<file path="src/verilog/btb_pkg.sv">
/*
  Package for the basic timer time base: register offsets, field layouts,
  reset values and the APB request carrier.
  Assumes a 32-bit APB with byte addresses and word-aligned registers.
*/
package btb_pkg;
  localparam int          ADDR_W          = 8;
  localparam logic [7:0]  OFF_CTRL        = 8'h00;
  localparam logic [7:0]  OFF_STATUS      = 8'h10;
  localparam logic [7:0]  OFF_EVENT_GEN   = 8'h14;
  localparam logic [7:0]  OFF_IRQ_CLEAR   = 8'h18;
  localparam logic [7:0]  OFF_IRQ_ENABLE  = 8'h1c;
  localparam logic [7:0]  OFF_COUNTER     = 8'h24;
  localparam logic [7:0]  OFF_PRESCALER   = 8'h28;
  localparam logic [7:0]  OFF_AUTO_RELOAD = 8'h2c;
  localparam logic [7:0]  OFF_SLAVE_RESET = 8'h30;

  localparam int          BIT_UPDATE_GEN  = 0;
  localparam int          BIT_UPD_DISABLE = 0;
  localparam int          BIT_UPD_SOURCE  = 1;
  localparam int          BIT_UPDATE_FLAG = 0;
  localparam int          BIT_SLAVE_RESET = 0;

  localparam logic [15:0] COUNT_RESET     = 16'h0000;
  localparam logic [15:0] DIVIDER_RESET   = 16'h0000;
  localparam logic [31:0] RELOAD_RESET    = 32'h0000_0000;
  localparam logic [1:0]  CTRL_RESET      = 2'h0;

  typedef struct packed {
    logic              sel;
    logic              enable;
    logic              write;
    logic [ADDR_W-1:0] addr;
    logic [31:0]       wdata;
  } btb_apb_req_t;
endpackage

</file>
<file path="src/verilog/btb_timer.sv">
/*
  Basic timer time base with APB register slave and update interrupt.
  Holds the 16-bit up-counter, the prescaler counter, the buffered
  prescaler and reload registers, the self-clearing update_generate bit,
  the sticky update_pending_flag and its level interrupt.
  Register map, byte offsets, one aligned 32-bit word each:
    0x00 control: bit 0 update_disable, bit 1 update_source_select
    0x10 status, read only: bit 0 update_pending_flag
    0x14 event_generation, write only: bit 0 update_generate
    0x18 interrupt clear, write only: write one to bit 0
    0x1c interrupt enable: bit 0
    0x24 counter_value: bits 15:0
    0x28 prescaler_value: bits 15:0, preload copy
    0x2c auto_reload_value: bits 31:0, preload copy
    0x30 slave reset, write only: bit 0 stands in for the trigger
         controller clearing the counter in reset mode
  Assumes one kernel clock pclk (25 MHz) and asynchronous active-low reset;
  the APB master keeps to the standard two-phase protocol and every
  access completes with no wait state; other offsets answer pslverr.
*/
// What this block does
// update_generate bit self-clears in hardware
// writing one restarts counter and updates registers
// forced update clears prescaler counter, keeps ratio
// counter value is 16-bit read/write
// count_clock equals input clock over divider+1
// divider preload copies to active on update
// preload also copies on software or slave reset
// 32-bit reload value moves to active register
// zero reload value keeps counter stopped
// software writes zero above update_generate bit
// pending flag on overflow or forced update rules
// count up, wrap at reload, raise overflow
// reserved bits read zero, writes ignored
`timescale 1ns/10ps
module btb_timer (
  input  wire logic        pclk,
  input  wire logic        presetn,
  input  wire logic        psel,
  input  wire logic        penable,
  input  wire logic        pwrite,
  input  wire logic [7:0]  paddr,
  input  wire logic [31:0] pwdata,
  output logic      [31:0] prdata,
  output logic             pready,
  output logic             pslverr,
  output logic             irq,
  output logic             update_event
);

  btb_pkg::btb_apb_req_t req;
  // decoded bus strobes, all but setup qualified by the access phase
  logic        wr_en;
  logic        setup;
  logic        wr_ctrl;
  logic        wr_count;
  logic        wr_div;
  logic        wr_reload;
  logic        wr_clear;
  logic        wr_ien;
  logic        upd_gen_wr;
  logic        slave_rst;
  // internal events of the time base
  logic        sw_update;
  logic        any_update;
  logic        tick;
  logic        overflow;
  logic        flag_set;
  logic        mapped;
  logic [31:0] rd_nxt;

  // timer and register state
  logic [15:0] count_value_r;
  logic [15:0] div_preload_r;
  logic [15:0] div_active_r;
  logic [15:0] div_count_r;
  logic [31:0] reload_preload_r;
  logic [31:0] reload_active_r;
  logic [1:0]  ctrl_r;
  logic        update_generate_r;
  logic        update_pending_flag_r;
  logic        irq_enable_r;

  // carrier bundles the bus request
  assign req = '{sel:    psel,
                 enable: penable,
                 write:  pwrite,
                 addr:   paddr,
                 wdata:  pwdata};

  // zero-wait slave: access phase always completes in its first cycle
  assign wr_en = req.sel && req.enable && req.write;
  assign setup = req.sel && !req.enable;

  // one strobe per writable register; unmapped writes match none
  assign wr_ctrl   = wr_en && (req.addr == btb_pkg::OFF_CTRL);
  assign wr_count  = wr_en && (req.addr == btb_pkg::OFF_COUNTER);
  assign wr_div    = wr_en && (req.addr == btb_pkg::OFF_PRESCALER);
  assign wr_reload = wr_en && (req.addr == btb_pkg::OFF_AUTO_RELOAD);
  assign wr_clear  = wr_en && (req.addr == btb_pkg::OFF_IRQ_CLEAR);
  assign wr_ien    = wr_en && (req.addr == btb_pkg::OFF_IRQ_ENABLE);

  // only bit 0 acts; upper bits are expected zero from software
  assign upd_gen_wr = wr_en && (req.addr == btb_pkg::OFF_EVENT_GEN)
                      && req.wdata[btb_pkg::BIT_UPDATE_GEN];
  assign slave_rst = wr_en && (req.addr == btb_pkg::OFF_SLAVE_RESET)
                     && req.wdata[btb_pkg::BIT_SLAVE_RESET];

  // forced update acts one cycle after the write via the self-clearing bit
  // so the bus write and the restart never meet in one cycle
  assign sw_update = update_generate_r;

  // prescaler terminal count gives the one-cycle count_clock enable
  // a divider of zero ticks every cycle, so no division at all
  assign tick = (div_count_r == div_active_r);

  // zero reload blocks both advance and overflow
  // >= so a counter written above the reload wraps at the next tick
  assign overflow = tick && (reload_active_r != 32'h0000_0000)
                    && ({16'h0000, count_value_r} >= reload_active_r);

  // overflow updates gated by update_disable, forced updates always load
  // slave reset stands in for the trigger controller's reset mode
  assign any_update = sw_update || slave_rst
                      || (overflow && !ctrl_r[btb_pkg::BIT_UPD_DISABLE]);

  // pending flag sources
  // update_source_select set keeps forced updates quiet
  assign flag_set = !ctrl_r[btb_pkg::BIT_UPD_DISABLE] &&
                    (overflow ||
                     (sw_update && !ctrl_r[btb_pkg::BIT_UPD_SOURCE]));

  // update_generate bit: set by write, cleared by hardware next cycle
  // never readable, so software needs no way to clear it
  always_ff @(posedge pclk or negedge presetn) begin
    if (!presetn) begin
      update_generate_r <= 1'b0;
    end else begin
      update_generate_r <= upd_gen_wr;
    end
  end

  // prescaler counter, cleared on forced updates
  // runs 0..div_active_r, so a new ratio waits for an update
  always_ff @(posedge pclk or negedge presetn) begin
    if (!presetn) begin
      div_count_r <= btb_pkg::DIVIDER_RESET;
    end else if (sw_update || slave_rst) begin
      div_count_r <= 16'h0000;
    end else if (tick) begin
      div_count_r <= 16'h0000;
    end else begin
      div_count_r <= div_count_r + 16'h0001;
    end
  end

  // main counter; a forced restart beats a same-cycle software write
  // so that the restart is never undone by a stale bus value
  always_ff @(posedge pclk or negedge presetn) begin
    if (!presetn) begin
      count_value_r <= btb_pkg::COUNT_RESET;
    end else if (sw_update || slave_rst) begin
      count_value_r <= 16'h0000;
    end else if (wr_count) begin
      count_value_r <= req.wdata[15:0];
    end else if (overflow) begin
      count_value_r <= 16'h0000;
    end else if (tick && reload_active_r != 32'h0000_0000) begin
      count_value_r <= count_value_r + 16'h0001;
    end
  end

  // prescaler preload, written by software, read back as written
  always_ff @(posedge pclk or negedge presetn) begin
    if (!presetn) begin
      div_preload_r <= btb_pkg::DIVIDER_RESET;
    end else if (wr_div) begin
      div_preload_r <= req.wdata[15:0];
    end
  end

  // reload preload; the counter only sees it after an update event
  always_ff @(posedge pclk or negedge presetn) begin
    if (!presetn) begin
      reload_preload_r <= btb_pkg::RELOAD_RESET;
    end else if (wr_reload) begin
      reload_preload_r <= req.wdata;
    end
  end

  // control bits update_disable and update_source_select
  always_ff @(posedge pclk or negedge presetn) begin
    if (!presetn) begin
      ctrl_r <= btb_pkg::CTRL_RESET;
    end else if (wr_ctrl) begin
      ctrl_r <= req.wdata[1:0];
    end
  end

  // active copies load only on update events
  // trade-off: reload is buffered always, so a new period starts cleanly
  // both copies move on the same edge, never one without the other
  always_ff @(posedge pclk or negedge presetn) begin
    if (!presetn) begin
      div_active_r    <= btb_pkg::DIVIDER_RESET;
      reload_active_r <= btb_pkg::RELOAD_RESET;
    end else if (any_update) begin
      div_active_r    <= div_preload_r;
      reload_active_r <= reload_preload_r;
    end
  end

  // sticky pending flag: set wins over a same-cycle clear
  // a clear needs a one in bit 0; zeros leave the flag alone
  always_ff @(posedge pclk or negedge presetn) begin
    if (!presetn) begin
      update_pending_flag_r <= 1'b0;
    end else if (flag_set) begin
      update_pending_flag_r <= 1'b1;
    end else if (wr_clear && req.wdata[btb_pkg::BIT_UPDATE_FLAG]) begin
      update_pending_flag_r <= 1'b0;
    end
  end

  // interrupt enable register
  always_ff @(posedge pclk or negedge presetn) begin
    if (!presetn) begin
      irq_enable_r <= 1'b0;
    end else if (wr_ien) begin
      irq_enable_r <= req.wdata[btb_pkg::BIT_UPDATE_FLAG];
    end
  end

  // read mux; reserved bits and write-only registers read zero
  // prescaler reads return the preload, the value software wrote
  always_comb begin
    rd_nxt = 32'h0000_0000;
    mapped = 1'b1;
    case (req.addr)
      btb_pkg::OFF_CTRL: begin
        rd_nxt = {30'h0, ctrl_r};
      end
      btb_pkg::OFF_STATUS: begin
        rd_nxt = {31'h0, update_pending_flag_r};
      end
      btb_pkg::OFF_EVENT_GEN: begin
        rd_nxt = 32'h0000_0000;
      end
      btb_pkg::OFF_IRQ_CLEAR: begin
        rd_nxt = 32'h0000_0000;
      end
      btb_pkg::OFF_IRQ_ENABLE: begin
        rd_nxt = {31'h0, irq_enable_r};
      end
      btb_pkg::OFF_COUNTER: begin
        rd_nxt = {16'h0, count_value_r};
      end
      btb_pkg::OFF_PRESCALER: begin
        rd_nxt = {16'h0, div_preload_r};
      end
      btb_pkg::OFF_AUTO_RELOAD: begin
        rd_nxt = reload_preload_r;
      end
      btb_pkg::OFF_SLAVE_RESET: begin
        rd_nxt = 32'h0000_0000;
      end
      default: begin
        mapped = 1'b0;
      end
    endcase
  end

  // registered bus answers: pready rises in the first access cycle
  // answers come from the setup cycle, so no wait state is ever needed
  always_ff @(posedge pclk or negedge presetn) begin
    if (!presetn) begin
      prdata  <= 32'h0000_0000;
      pready  <= 1'b0;
      pslverr <= 1'b0;
    end else begin
      pready  <= setup;
      pslverr <= setup && !mapped;
      prdata  <= (setup && !req.write) ? rd_nxt : 32'h0000_0000;
    end
  end

  // level interrupt; flag_set is included so irq rises with the flag
  always_ff @(posedge pclk or negedge presetn) begin
    if (!presetn) begin
      irq <= 1'b0;
    end else begin
      irq <= (update_pending_flag_r || flag_set) && irq_enable_r;
    end
  end

  // one-cycle pulse per update event, high while new values first stand
  always_ff @(posedge pclk or negedge presetn) begin
    if (!presetn) begin
      update_event <= 1'b0;
    end else begin
      update_event <= any_update;
    end
  end

endmodule

</file>
<file path="config.mk">
export PLATFORM = sky130hd
export DESIGN_NAME = btb_timer
export DESIGN_NICKNAME = d
export VERILOG_FILES = /design/src/verilog/btb_pkg.sv /design/src/verilog/btb_timer.sv
export SDC_FILE = /design/constraint.sdc
export NUM_CORES = 1
export LEC_CHECK = 0
export BUFFER_PORTS_ARGS = -buffer_cell sky130_fd_sc_hd__buf_2
export CORE_MARGIN = 4
export CORE_UTILIZATION = 50
export DETAILED_ROUTE_END_ITERATION = 10
export PLACE_DENSITY = 0.72
export REMOVE_ABC_BUFFERS = 1
export SETUP_SLACK_MARGIN = 0.2
export SYNTH_ARGS = -nofsm -noshare
export SYNTH_HDL_FRONTEND = slang
export SYNTH_SLANG_ARGS = --single-unit
</file>
<file path="constraint.sdc">
create_clock -name pclk -period 3.1 [get_ports pclk]
set_clock_uncertainty 0.15 [all_clocks]
set_input_delay 0.62 -clock pclk [delete_from_list [all_inputs] [get_ports pclk]]
set_output_delay 0.62 -clock pclk [all_outputs]
set_load 0.03 [all_outputs]
</file>
==> summary.txt <==
Global routing
  • Vias in the first global route: between 5000 and 6000
  • All-Layer GR Usage: 0.227
  • First-pass GRT wire length: 31500 um
  • Pin count of the biggest net entering global routing: 65
  • Initial antenna violation count: 0
  • GR Overflow Total: 0

Drt
  • Total iterations of the first detailed-routing run: 5
  • Drt total wl: ~20000 um
  • Length of routed met2 wiring: between 9000 and 10000 um
  • Max layer used: met4
  • First DRT Iteration DRCs: 486
  • Met3 Wirelength: approximately 1400 um
  • Wire length per cell: approximately 20 um
  • Drt drc: 0
  • M1 wire length: a little under 9000 um
  • Post-DRT Antenna Nets: 0
  • Vias/cell: 5.68
  • Routed via count: between 5000 and 6000

Synthesis
  • Cell variety after synth: 54
  • Synth top area cells: dfrtp_1 54%, mux2_2 13%, nor2_1 3.0%
  • Ys flop type: dfrtp_1
  • Area share of the largest cell type after synthesis: 0.540
  • Cell Area, Synth: between 7000 and 8000 sq um
  • Mapped Cells: about 670
  • Seq/Total Area, Yosys: 0.540
  • Synthesis warning total: 0
  • Async SR Flop Fraction: 1.00
  • Yosys reg bits: around 170
  • Post-synth EDFFs: 0
  • Synth area leader: dfrtp_1
  • Syn avg cell area: about 12 sq um

Timing
  • Worst slew pin tran: between 1 and 1.5 ns
  • Setup slack after layout: ~0.17 ns
  • Final worst path period share: 0.945
  • Setup_tns: 0 ns
  • Final Hold Viols: 0
  • Slew HR: 0.184
  • Minimum clock period: 2.93 ns
  • RSZ-0062 raised after global routing: true
  • Final Setup Violations: 0
  • Max Slew Vio Count: 0
  • Max frequency: 341 MHz

Layout
  • P&R area growth vs syn: 25.3%
  • Fillers: between 1000 and 1500
  • Antenna diode count: 0
  • Total Nets Final: 858
  • Share of cells above drive strength 1: 0.359
  • Register area: roughly 4200 sq um
  • Multi-input gate area: ~3600 sq um

Floorplanning
  • I/O pin total: slightly above 80
  • Core area: roughly 15000 sq um
  • Starting Density: 0.514
  • Die height: between 100 and 150 um
  • Die Width: ~130 um
  • Rows: 45
  • DIE AREA: around 18000 sq um

CTS
  • Clock sinks: 169
  • CTS max path bufs: 2
  • CTS tree: done
  • Clock root buffer: clkbuf_16
  • CTS Buf Count: 17
  • Reg clk slew, reported paths: about 0.07 ns
  • Hold-fix buffers, CTS: 0
  • Htree depth: 4
  • Worst skew pair latency: between 0.4 and 0.5 ns

Setup path
  • CP endpoint kind: flip-flop
  • CP Launch Type: flip-flop
  • Crit-path max FO: 7
  • Crit path DAT: 3.09 ns
  • Crit path kind: flip-flop to flip-flop
  • Data required time of the worst path: 3.26 ns

Placed design
  • DP Worst Slack: around 0.023 ns
  • Placed wire-length estimate: ~14000 um
  • Port buffer count: 80
  • GP Congestion: roughly 0.95

Worst hold path
  • Hold/Removal Path Class: input port to asynchronous set/reset pin

Pwr
  • Peak supply drop: about 0.52 mV
  • Leak: about 4.7 nW
  • PwrDens: between 500 and 600 nW/um^2

Flow run
  • Max_cap viols: 0

Run status
  • Status: finished clean
-- routing by layer --
metal	GRT usage	vias up
li1	-	2638
met4	0.0709	0
met5	0	-
met3	0.0597	33
met2	0.361	208
met1	0.309	2909
-- final timing paths --
| path | from | to | slack (ns) | cells past startpoint |
|---|---|---|---|---|
| min in group pclk | pwdata[20] | reload_preload_r[20] | 0.27 | 2 |
| worst max register to register | reload_active_r[3] | reload_active_r[30] | 0.17 | 11 |
| max in group asynchronous | presetn | div_active_r[8] | 1.99 | 2 |
| worst min register to register | reload_preload_r[19] | prdata[19] | 0.37 | 1 |
| worst min-delay path | presetn | irq | 0.02 | 1 |
| worst max-delay path | reload_active_r[3] | reload_active_r[30] | 0.17 | 11 |
-- synth_stat cells (14+ instances only) --
cell type,number
inv_1,26
nand2_1,31
dfrtp_1,169
nand3_1,18
and2_1,23
mux2i_1,16
ha_1,18
nor4_1,15
clkbuf_1,14
nor2_1,62
xor2_1,24
a21oi_1,21
mux2_2,90
-- layout make-up --
cell class,count,share of cell area
flip-flops and latches,169,0.430
multi-input cells,443,0.363
repair buffers,138,0.108
inverters,26,0.00993
clock buffers,20,0.0475
clock inverters,12,0.0141
well taps,211,0.0269
-- cells in the final DEF (no fill, tap or decap), drive strengths merged, types with 4 or more instances in the layout --
cell type,Yosys,routed
dfrtp,169,169
buf,16,133
mux2,99,99
nor2,63,63
nand2,31,31
inv,26,30
clkbuf,14,25
xor2,24,24
and2,23,23
a21oi,21,21
nand3,19,19
ha,18,18
mux2i,16,16
nor4,16,16
nor3,14,14
nand4,9,9
o21ai,9,9
a32oi,6,6
nand2b,6,6
xnor2,6,6
a22o,5,5
and3,5,5
o311ai,5,5
a31oi,4,4
or2,4,4
o21a,4,4
nor4b,4,4
-- worst max-delay path: stages, from the launching register on --
cell and delay [ns]:
dfrtp_1 0.38, inv_1 0.05, ha_1 0.26, o21a_1 0.11, nor2_1 0.04, o31ai_2 0.29
a41oi_2 0.15, or4b_4 0.53, o21ai_4 0.20, buf_12 0.18, clkbuf_16 0.17, mux2_4 0.31
-- metrics by stage --
| step | power [mW] | hold WS, ns | util | std cells | cell area [sq um] |
|---|---|---|---|---|---|
| after detailed placement | 2.93 | 0.347 | 0.575 | 972 | 8770 |
| final | 5.23 | 0.0193 | 0.644 | 1019 | 9830 |
| after global placement | 2.92 | 0.342 | 0.575 | 972 | 8770 |
| after global routing | 5.42 | 0.0639 | 0.644 | 1019 | 9830 |
| after floorplan | 2.60 | 0.174 | - | 638 | 7680 |
| after CTS | 5.15 | 0.0387 | 0.621 | 1009 | 9470 |
-- cell families after synthesis --
| group | after synthesis | share of synthesized area |
|---|---|---|
| compound gates | 79 | 0.0726 |
| xor+xnor | 30 | 0.0335 |
| fa+ha+maj | 18 | 0.0287 |
| buf+inv | 56 | 0.0322 |
| flops | 169 | 0.540 |
| mux | 115 | 0.163 |
| simple gates | 201 | 0.131 |
-- power by group --
part / internal, mW / switching (mW)
Clock: 1.26 / 0.901
Sequential: 2.25 / 0.0434
Combinational: 0.354 / 0.425
-- sequential cells by signal, summed over array words and instances, names as in the netlist --
register,flops
reload_preload_r,32
pready,1
irq_enable_r,1
ctrl_r,2
div_count_r,16
reload_active_r,32
update_pending_flag_r,1
prdata,32
div_active_r,16
irq,1
div_preload_r,16
pslverr,1
sw_update,1
update_event,1
count_value_r,16
-- repair_timing --
item	CTS	global route
buffers inserted	3	5
gates cloned	2	5
gates resized for setup	4	49
pin swaps	2	6
endpoints found under the setup margin	49	55
Note: power is estimated with default switching activity, not from simulation.
